**config.mk**
```make
export PLATFORM = sky130hd
export DESIGN_NAME = eac_counter
export DESIGN_NICKNAME = d
export VERILOG_FILES = /design/src/eac_pkg.sv /design/src/eac_counter.sv
export SDC_FILE = /design/constraint.sdc
export NUM_CORES = 1
export LEC_CHECK = 0
export ABC_CLOCK_PERIOD_IN_PS = 11200
export BUFFER_PORTS_ARGS = -buffer_cell sky130_fd_sc_hd__buf_2
export CORE_UTILIZATION = 55
export DETAILED_ROUTE_END_ITERATION = 10
export PLACE_DENSITY_LB_ADDON = 0.15
export SYNTH_ARGS = -nofsm -noshare
export SYNTH_HDL_FRONTEND = slang
export SYNTH_SLANG_ARGS = --single-unit
```
**constraint.sdc**
```tcl
create_clock -name clk -period 11.2 [get_ports clk]
set_clock_uncertainty 0.05 [all_clocks]
set_input_delay 1.12 -clock clk [delete_from_list [all_inputs] [get_ports clk]]
set_output_delay 1.12 -clock clk [all_outputs]
set_load 0.005 [all_outputs]
```
**src/eac_pkg.sv**
```systemverilog
package eac_pkg;
	// counter geometry
	localparam int CNT_W = 16;
	localparam logic signed [15:0] CNT_MAX = 16'sh7fff;
	// fixed-point scaling: value = count * scale_factor >>> SCALE_SHIFT
	localparam int SCALE_SHIFT = 8;
	// largest encoder resolution that the 16-bit count carries with x4 decoding
	localparam logic [15:0] MAX_PPR_DUAL = 16'h2000;
	// output buffer depth, must be a power of two
	localparam int FIFO_DEPTH = 4;
	// clock and the fastest event rate that must be followed
	localparam int CLK_FREQ_KHZ = 200000;
	localparam int EVT_MAX_KHZ = 500;
	// least clock cycles between two events at the top rate (rounded down)
	localparam int EVT_MIN_CYC = CLK_FREQ_KHZ / EVT_MAX_KHZ;
	// synchroniser bits for {index, track b, track a}
	localparam int PIN_A = 0;
	localparam int PIN_B = 1;
	localparam int PIN_IDX = 2;
	localparam logic [2:0] PIN_RST = 3'h0;

	// measurement modes
	typedef enum logic [2:0] {
		EAC_EVENTS,
		EAC_DIST_DIFF,
		EAC_DIST_ABS,
		EAC_ANG_DIFF,
		EAC_ANG_ABS,
		EAC_ANG_SUM
	} eac_mode_t;
endpackage : eac_pkg
```
**src/eac_counter.sv**
```systemverilog
`timescale 1ns/1ps
`default_nettype none

////////////////////////////////////////////////////////////////////////////////
// small show-ahead fifo with a registered output stage
module eac_fifo #(
	parameter int WIDTH = eac_pkg::CNT_W,
	parameter int DEPTH = eac_pkg::FIFO_DEPTH
) (
	input wire logic clk,
	input wire logic rst_n,
	input wire logic in_valid,
	output logic in_ready,
	input wire logic [WIDTH-1:0] in_data,
	output logic out_valid,
	input wire logic out_ready,
	output logic [WIDTH-1:0] out_data
);
	localparam int AW = $clog2(DEPTH);

	logic [WIDTH-1:0] mem_ff [DEPTH];
	logic [AW-1:0] wr_ptr_ff;
	logic [AW-1:0] rd_ptr_ff;
	logic [AW:0] cnt_ff;
	logic [WIDTH-1:0] dout_ff;
	logic dvalid_ff;
	logic push;
	logic pop;

	// full is honest: the output stage does not count as storage
	assign in_ready = cnt_ff < (AW+1)'(DEPTH);
	assign push = in_valid & in_ready;
	// refill the output stage when it is empty or being taken
	assign pop = (cnt_ff != '0) & (~dvalid_ff | out_ready);
	assign out_valid = dvalid_ff;
	assign out_data = dout_ff;

	// storage write; no reset needed on the data array
	always_ff @(posedge clk) begin
		if (push) begin
			mem_ff[wr_ptr_ff] <= in_data;
		end
	end

	// pointers wrap naturally since depth is a power of two
	always_ff @(posedge clk) begin
		if (!rst_n) begin
			wr_ptr_ff <= '0;
			rd_ptr_ff <= '0;
		end else begin
			if (push) begin
				wr_ptr_ff <= wr_ptr_ff + 1'b1;
			end
			if (pop) begin
				rd_ptr_ff <= rd_ptr_ff + 1'b1;
			end
		end
	end

	// fill level
	always_ff @(posedge clk) begin
		if (!rst_n) begin
			cnt_ff <= '0;
		end else if (push && !pop) begin
			cnt_ff <= cnt_ff + 1'b1;
		end else if (pop && !push) begin
			cnt_ff <= cnt_ff - 1'b1;
		end
	end

	// output register
	always_ff @(posedge clk) begin
		if (!rst_n) begin
			dvalid_ff <= 1'b0;
			dout_ff <= '0;
		end else if (pop) begin
			dvalid_ff <= 1'b1;
			dout_ff <= mem_ff[rd_ptr_ff];
		end else if (out_ready) begin
			dvalid_ff <= 1'b0;
		end
	end
endmodule : eac_fifo

////////////////////////////////////////////////////////////////////////////////
// Function
// with index gating on, nothing counts until an index edge arrives
// without gating, counting starts right at measurement start
// index comes through the first channel's comparator, same as its threshold
// gated and no index ever: every interval reports zero
// events mode reports rising edges per interval, up to about 500 kHz
// one event is one rising edge of the conditioned input
// differential distance: interval displacement scaled by pulses per meter
// absolute distance: running sum of scaled intervals from start or index
// differential angle: interval rotation scaled by pulses per revolution
// absolute angle: running sum, zeroed at index, else zero at start
// summed angle: index honoured once, sum may pass one revolution
// signed 16-bit interval counter, overflow past 32767 flagged
// dual track counts four edges per period, limit 8192 pulses per rev
// quadrature phase gives the sign of each counted edge
// tick latches the interval count and restarts it, no edge lost
module eac_counter (
	input wire logic clk,
	input wire logic rst_n,
	input wire logic meas_run,
	input wire logic index_gate_en,
	input wire logic dual_track,
	input wire eac_pkg::eac_mode_t mode,
	input wire logic [15:0] pulses_per_unit,
	input wire logic [15:0] scale_factor,
	input wire logic sample_tick,
	input wire logic track_a_pin,
	input wire logic track_b_pin,
	input wire logic index_pin,
	input wire logic out_ready,
	output logic out_valid,
	output logic [15:0] out_data,
	output logic counting,
	output logic overflow,
	output logic config_err
);
	logic [2:0] sync1_ff;
	logic [2:0] sync2_ff;
	logic [2:0] sync3_ff;
	logic [2:0] filt_ff;
	logic [2:0] nxt_filt;
	logic run_prev_ff;
	logic counting_ff;
	logic tick_pend_ff;
	logic ovf_ff;
	logic cfg_err_ff;
	logic signed [15:0] diff_cnt_ff;
	logic signed [15:0] acc_ff;
	logic signed [1:0] qd;
	logic signed [15:0] delta16;
	logic signed [15:0] sum;
	logic signed [15:0] scaled;
	logic [15:0] push_data;
	logic run_rise;
	logic idx_rise;
	logic a_rise;
	logic tick_req;
	logic fifo_ready;
	logic push;
	logic ovf_w;
	logic abs_mode;

	// quadrature step: a leads b is forward (00,10,11,01)
	function automatic logic signed [1:0] qdec(input logic [1:0] ab_old, input logic [1:0] ab_new);
		logic signed [1:0] r;
		r = 2'sb00;
		case ({ab_old, ab_new})
			4'h2, 4'hb, 4'hd, 4'h4: r = 2'sb01;
			4'h1, 4'h7, 4'he, 4'h8: r = -2'sb01;
			default: r = 2'sb00;
		endcase
		return r;
	endfunction : qdec

	// fixed-point multiply of a count by the unit scale
	function automatic logic signed [15:0] scale_val(input logic signed [15:0] v, input logic [15:0] k);
		logic signed [32:0] p;
		p = v * $signed({1'b0, k});
		return p[eac_pkg::SCALE_SHIFT +: 16];
	endfunction : scale_val

	////////////////////////////////////////////////////////////////////////////
	// pin synchronisers; a level is accepted once stages two and three agree
	always_ff @(posedge clk) begin
		if (!rst_n) begin
			sync1_ff <= eac_pkg::PIN_RST;
			sync2_ff <= eac_pkg::PIN_RST;
			sync3_ff <= eac_pkg::PIN_RST;
		end else begin
			sync1_ff <= {index_pin, track_b_pin, track_a_pin};
			sync2_ff <= sync1_ff;
			sync3_ff <= sync2_ff;
		end
	end

	// keep old level while the two late stages disagree, which rejects one-cycle glitches
	assign nxt_filt = (sync2_ff & sync3_ff) | (filt_ff & (sync2_ff ^ sync3_ff));

	always_ff @(posedge clk) begin
		if (!rst_n) begin
			filt_ff <= eac_pkg::PIN_RST;
		end else begin
			filt_ff <= nxt_filt;
		end
	end

	////////////////////////////////////////////////////////////////////////////
	// edge and event decoding
	assign run_rise = meas_run & ~run_prev_ff;
	assign idx_rise = nxt_filt[eac_pkg::PIN_IDX] & ~filt_ff[eac_pkg::PIN_IDX];
	assign a_rise = nxt_filt[eac_pkg::PIN_A] & ~filt_ff[eac_pkg::PIN_A];
	assign qd = qdec({filt_ff[eac_pkg::PIN_A], filt_ff[eac_pkg::PIN_B]},
		{nxt_filt[eac_pkg::PIN_A], nxt_filt[eac_pkg::PIN_B]});

	// per-cycle count step; events are always positive, single track counts up
	always_comb begin
		delta16 = 16'sh0000;
		if (mode == eac_pkg::EAC_EVENTS || !dual_track) begin
			delta16 = a_rise ? 16'sh0001 : 16'sh0000;
		end else begin
			delta16 = 16'(qd);
		end
	end

	assign abs_mode = (mode == eac_pkg::EAC_DIST_ABS) || (mode == eac_pkg::EAC_ANG_ABS) ||
		(mode == eac_pkg::EAC_ANG_SUM);
	// the edge of this very cycle is folded into the emitted sample
	assign sum = diff_cnt_ff + delta16;
	assign ovf_w = counting_ff && (diff_cnt_ff[15] == delta16[15]) && (sum[15] != diff_cnt_ff[15]);
	assign scaled = scale_val(sum, scale_factor);

	// a full buffer defers the tick: the interval simply stretches, nothing is dropped
	assign tick_req = sample_tick | tick_pend_ff;
	assign push = tick_req & fifo_ready;

	// value of the interval that is closing
	always_comb begin
		push_data = 16'h0000;
		if (!counting_ff) begin
			push_data = 16'h0000;
		end else begin
			case (mode)
				eac_pkg::EAC_EVENTS: push_data = sum;
				eac_pkg::EAC_DIST_DIFF: push_data = scaled;
				eac_pkg::EAC_ANG_DIFF: push_data = scaled;
				eac_pkg::EAC_DIST_ABS: push_data = 16'(acc_ff + scaled);
				eac_pkg::EAC_ANG_ABS: push_data = 16'(acc_ff + scaled);
				eac_pkg::EAC_ANG_SUM: push_data = 16'(acc_ff + scaled);
				default: push_data = 16'h0000;
			endcase
		end
	end

	////////////////////////////////////////////////////////////////////////////
	// measurement start and index gating
	always_ff @(posedge clk) begin
		if (!rst_n) begin
			run_prev_ff <= 1'b0;
		end else begin
			run_prev_ff <= meas_run;
		end
	end

	always_ff @(posedge clk) begin
		if (!rst_n) begin
			counting_ff <= 1'b0;
		end else if (!meas_run) begin
			counting_ff <= 1'b0;
		end else if (run_rise && !index_gate_en) begin
			counting_ff <= 1'b1;
		end else if (index_gate_en && idx_rise) begin
			counting_ff <= 1'b1;
		end
	end

	////////////////////////////////////////////////////////////////////////////
	// interval counter; wraps on overflow, the flag tells software
	always_ff @(posedge clk) begin
		if (!rst_n) begin
			diff_cnt_ff <= 16'sh0000;
		end else if (!counting_ff) begin
			diff_cnt_ff <= 16'sh0000;
		end else if (push) begin
			diff_cnt_ff <= 16'sh0000;
		end else if (mode == eac_pkg::EAC_ANG_ABS && idx_rise) begin
			diff_cnt_ff <= 16'sh0000;
		end else begin
			diff_cnt_ff <= sum;
		end
	end

	// running position for the absolute and summed modes
	always_ff @(posedge clk) begin
		if (!rst_n) begin
			acc_ff <= 16'sh0000;
		end else if (!counting_ff) begin
			acc_ff <= 16'sh0000;
		end else if (mode == eac_pkg::EAC_ANG_ABS && idx_rise) begin
			acc_ff <= 16'sh0000;
		end else if (push && abs_mode) begin
			acc_ff <= 16'(acc_ff + scaled);
		end
	end

	// a deferred tick waits here until the buffer takes it
	always_ff @(posedge clk) begin
		if (!rst_n) begin
			tick_pend_ff <= 1'b0;
		end else begin
			tick_pend_ff <= tick_req & ~push;
		end
	end

	// sticky overflow, cleared at the next start; a set in that cycle wins
	always_ff @(posedge clk) begin
		if (!rst_n) begin
			ovf_ff <= 1'b0;
		end else if (ovf_w) begin
			ovf_ff <= 1'b1;
		end else if (run_rise) begin
			ovf_ff <= 1'b0;
		end
	end

	// x4 decoding only fits encoders up to the limit
	always_ff @(posedge clk) begin
		if (!rst_n) begin
			cfg_err_ff <= 1'b0;
		end else begin
			cfg_err_ff <= dual_track && (mode != eac_pkg::EAC_EVENTS) &&
				(pulses_per_unit > eac_pkg::MAX_PPR_DUAL);
		end
	end

	assign counting = counting_ff;
	assign overflow = ovf_ff;
	assign config_err = cfg_err_ff;

	////////////////////////////////////////////////////////////////////////////
	// output buffer
	eac_fifo #(
		.WIDTH(16),
		.DEPTH(eac_pkg::FIFO_DEPTH)
	) u_fifo (
		.clk(clk),
		.rst_n(rst_n),
		.in_valid(tick_req),
		.in_ready(fifo_ready),
		.in_data(push_data),
		.out_valid(out_valid),
		.out_ready(out_ready),
		.out_data(out_data)
	);

	////////////////////////////////////////////////////////////////////////////
	// checks
	property p_gate_hold;
		@(posedge clk) disable iff (!rst_n)
		meas_run && index_gate_en && !counting_ff && !idx_rise |=> !counting_ff;
	endproperty
	a_gate_hold: assert property (p_gate_hold) else $error("started without index");

	property p_nogate_start;
		@(posedge clk) disable iff (!rst_n)
		run_rise && !index_gate_en ##1 meas_run |-> counting_ff;
	endproperty
	a_nogate_start: assert property (p_nogate_start) else $error("ungated start late");

	property p_idle_zero;
		@(posedge clk) disable iff (!rst_n)
		push && !counting_ff |-> push_data == 16'h0000;
	endproperty
	a_idle_zero: assert property (p_idle_zero) else $error("idle sample not zero");

	property p_evt_pos;
		@(posedge clk) disable iff (!rst_n)
		mode == eac_pkg::EAC_EVENTS && counting_ff && !push && !a_rise && $past(counting_ff)
			|=> diff_cnt_ff == $past(diff_cnt_ff);
	endproperty
	a_evt_pos: assert property (p_evt_pos) else $error("event counted without rising edge");

	property p_restart;
		@(posedge clk) disable iff (!rst_n)
		push && counting_ff ##1 counting_ff && !push && mode != eac_pkg::EAC_ANG_ABS
			|=> diff_cnt_ff == $past(delta16);
	endproperty
	a_restart: assert property (p_restart) else $error("interval not restarted at tick");

	property p_ovf;
		@(posedge clk) disable iff (!rst_n)
		counting_ff && diff_cnt_ff == eac_pkg::CNT_MAX && delta16 == 16'sh0001 |=> ovf_ff;
	endproperty
	a_ovf: assert property (p_ovf) else $error("overflow not flagged");

	property p_quad_fwd;
		@(posedge clk) disable iff (!rst_n)
		dual_track && mode == eac_pkg::EAC_DIST_DIFF && counting_ff && !push &&
			filt_ff[1:0] == 2'h0 && nxt_filt[1:0] == 2'h1
			|=> diff_cnt_ff == 16'($past(diff_cnt_ff) + 16'sh0001);
	endproperty
	a_quad_fwd: assert property (p_quad_fwd) else $error("forward step not counted up");

	property p_sum_once;
		@(posedge clk) disable iff (!rst_n)
		mode == eac_pkg::EAC_ANG_SUM && counting_ff && idx_rise && !push && meas_run
			|=> acc_ff == $past(acc_ff);
	endproperty
	a_sum_once: assert property (p_sum_once) else $error("summed angle reset by index");

	property p_ppr_limit;
		@(posedge clk) disable iff (!rst_n)
		dual_track && mode != eac_pkg::EAC_EVENTS && pulses_per_unit > eac_pkg::MAX_PPR_DUAL |=> cfg_err_ff;
	endproperty
	a_ppr_limit: assert property (p_ppr_limit) else $error("resolution limit not flagged");
endmodule : eac_counter

`default_nettype wire

```
==> run_results.csv <==
group,metric,value,unit
worst_setup_path,worst_path_most_repeated_cell,"fa_1",
worst_setup_path,setup.worst_path.end_class,"flip-flop",
synthesis,yosys.cell_types.count,67,
finish,area_growth,13.0,%
hold_path,holdPathStages,1,
worst_setup_path,regToRegSetupSlack,0.48,ns
synthesis,seq_area_frac_synth,0.242,
clock_tree,path_clk_slew,0.06,ns
clock_tree,clockRootBuffer,"clkbuf_16",
hold_path,min_to,"sync2_ff[2]$_SDFF_PN0_",
finish,layout.nets,1894,
placed_design,dp_slack,-0.187,ns
route,drt_pass1_iterations,5,
worst_setup_path,max_stage_delay,0.57,ns
synthesis,syn_inst,1483,
power_and_ir_drop,ir_worst_vdd,0.113,mV
worst_setup_path,crit_required,11.30,ns
synthesis,synthArstFlopShare,0,
synthesis,synth_edf_count,64,
route,wl,34100,um
route,drtIter0Drc,664,
synthesis,synth_fp_nets,1805,
hold_path,hp-start,"sync1_ff[2]$_SDFF_PN0_",
synthesis,synth_seq_cells,137,
timing,clock.fmax,0.0933,GHz
worst_setup_path,path_max_fanout,7,
timing,min_period,10.72,ns
synthesis,synth.avg_cell_area,9.43,um^2
floorplanning,die_x,161,um
route,wl_per_cell,17.8,um
worst_setup_path,reg2reg_depth,46,
worst_setup_path,cp-start-kind,"flip-flop",
clock_tree,cts_tree,"done",
clock_tree,clk_path_buf_depth,2,
synthesis,yosysWarnings,0,
timing,tightest_slew,0.971,ns
synthesis,syn_area,14000,um^2
grt,antenna_found_initial,0,
floorplanning,die_h,161,um
floorplanning,core_area,25000,um^2
floorplanning,initial_utilization,0.559,
finish,fin_util,0.632,
finish,final_area,15800,um^2
hold_path,hold_class,"flip-flop to flip-flop",
timing,fin_crit_sh,0.957,
clock_tree,clock_sinks,137,
timing,finalMaxSlewViolations,0,
grt,grt_max_degree,42,
route,vias,10500,
floorplanning,placementRows,58,
clock_tree,h-tree-depth,4,
placed_design,port_buffers,64,
finish,final_cells,1916,
placed_design,place.gp.congestion,0.894,
placed_design,dpl_cell_area,15000,um^2
grt,grt_pass1_wl,55600,um
status,status,"completed",
worst_setup_path,r2r_end,"u_fifo.mem_ff[1][15]$_DFFE_PP_",
route,drc_errors,0,
grt,grt.total_usage,0.276,
placed_design,dp_hpwl,26400,um
floorplanning,die-area,26100,um^2
clock_tree,numCtsBuffers,17,
timing,fin_ws,0.484,ns
finish,drive_above_1_share,0.144,
route,vias_per_cell,5.47,
worst_setup_path,crit_slowest_cell,"or4b_4",
route,antenna_left,0,
placed_design,placed_cells,1876,
floorplanning,io_pins,65,
timing,setup_viol,0,
flow_run,drv_cap,0,
timing,hold_ws,0.388,ns
worst_setup_path,worstSetupPathType,"flip-flop to flip-flop",
grt,grt-ovfl-total,0,
power_and_ir_drop,p_leak,7.39,nW
clock_tree,hold_buffers,0,
worst_setup_path,r2r-start,"sync3_ff[0]$_SDFF_PN0_",
synthesis,synth_flop_cell,"dfxtp_1",
timing,max_slew_margin,0.351,
worst_setup_path,arrival,10.81,ns
clock_tree,clock_latency,0.42,ns
timing,hold_violations,0,
grt,grt_pass1_vias,10900,
power_and_ir_drop,powerDensity,93.9,nW/um^2
==> registers in the layout (all words and copies together), names as in the netlist, 16 cells and up <==
register         cells
u_fifo.mem_ff       64
acc_ff              16
diff_cnt_ff         16
u_fifo.out_data     16
==> power breakdown <==
group | internal [mW] | switching [mW]
Clock | 0.323 | 0.245
Sequential | 0.578 | 0.0288
Combinational | 0.134 | 0.176
Total | 1.04 | 0.450
==> what timing repair did <==
item	4_1_cts	5_1_grt
setup endpoints to repair	4	17
resized for setup	2	33
pin swaps	1	24
gates cloned	0	0
buffers inserted	1	6
==> how the worst max path moves through the flow <==
stage | start | endpoint | slack [ns] | cells past startpoint
2_1_floorplan | mode[0] | u_fifo.mem_ff[0][15]$_DFFE_PP_ | 0.03 | 42
3_3_place_gp | mode[0] | u_fifo.mem_ff[0][15]$_DFFE_PP_ | -0.03 | 42
5_1_grt | sync2_ff[0]$_SDFF_PN0_ | u_fifo.mem_ff[3][15]$_DFFE_PP_ | -0.03 | 46
4_1_cts | sync2_ff[0]$_SDFF_PN0_ | u_fifo.mem_ff[1][15]$_DFFE_PP_ | 0.02 | 45
3_5_place_dp | mode[0] | u_fifo.mem_ff[0][15]$_DFFE_PP_ | -0.19 | 42
6_report | sync3_ff[0]$_SDFF_PN0_ | u_fifo.mem_ff[1][15]$_DFFE_PP_ | 0.48 | 46
==> worst max-delay path, delay by kind of cell, from the launching register on <==
| kind | cells | cell delay, ns |
|---|---|---|
| mux | 1 | 0.10 |
| xor+xnor | 4 | 0.71 |
| buf+inv | 7 | 0.56 |
| flops | 1 | 0.31 |
| simple gates | 6 | 1.54 |
| compound gates | 17 | 2.92 |
| fa+ha+maj | 11 | 4.20 |
==> layer usage <==
metal | track usage | wire, um | vias to the layer above
met5 | 0 | 0 | -
li1 | - | - | 4919
met3 | 0.0362 | 1820 | 61
met1 | 0.340 | 14100 | 5200
met4 | 0.0952 | 874 | 0
met2 | 0.495 | 17300 | 303
==> synth_stat cells (23+ instances only) <==
master	number	area share
fa_1	170	0.24
o21ai_0	23	0.0082
edfxtp_1	64	0.14
clkbuf_1	53	0.014
dfxtp_1	73	0.10
xnor2_1	44	0.028
nand2_1	204	0.055
a21oi_1	53	0.019
nor2_1	58	0.016
ha_1	107	0.096
and2_1	136	0.061
inv_1	242	0.065
==> cell type report <==
cell class              instances  area, um^2
well taps                     330         413
fillers                      2106        9220
multi-input cells            1035        9610
diodes                          1        2.50
clock inverters                13         135
inverters                     246         923
clock buffers                  19         475
repair buffers                135         870
flip-flops and latches        137        3380
==> stage by stage <==
stage	TNS, ns	power (mW)
final	0	1.48
after global routing	-0.0833	1.55
after CTS	0	1.49
after detailed placement	-0.747	0.929
after global placement	-0.130	0.920
after floorplan	0	0.824
==> cells in the final DEF (no fill, tap or decap), drive strengths merged, types with 6 or more instances in the layout <==
cell type,instances
nor3,20
and3,9
mux2i,16
nor2b,9
or2,7
dfxtp,73
nor4,8
or3,6
o21a,7
inv,253
xnor2,46
a21boi,20
o21ai,25
nand2,205
a21o,8
xor2,13
nand3,13
a21oi,54
mux4,17
or4,7
nor2,58
and2,136
buf,135
ha,107
clkbuf,19
fa,170
a211oi,7
nand2b,7
nand4,8
edfxtp,64
==> kinds of logic (layout without fill, tap and decap cells) <==
group / after synthesis / count (layout) / synth area share
xor gates and xnor gates: 62 / 62 / 0.0429
DFF: 137 / 137 / 0.242
other: 0 / 1 / 0
buffers and inverters: 311 / 413 / 0.0841
muxes: 35 / 35 / 0.0404
adders and majority gates: 277 / 277 / 0.339
AOI/OAI and AO/OA: 167 / 167 / 0.0793
and+or+nand+nor: 494 / 494 / 0.173
(Power assumes the default switching activity.)
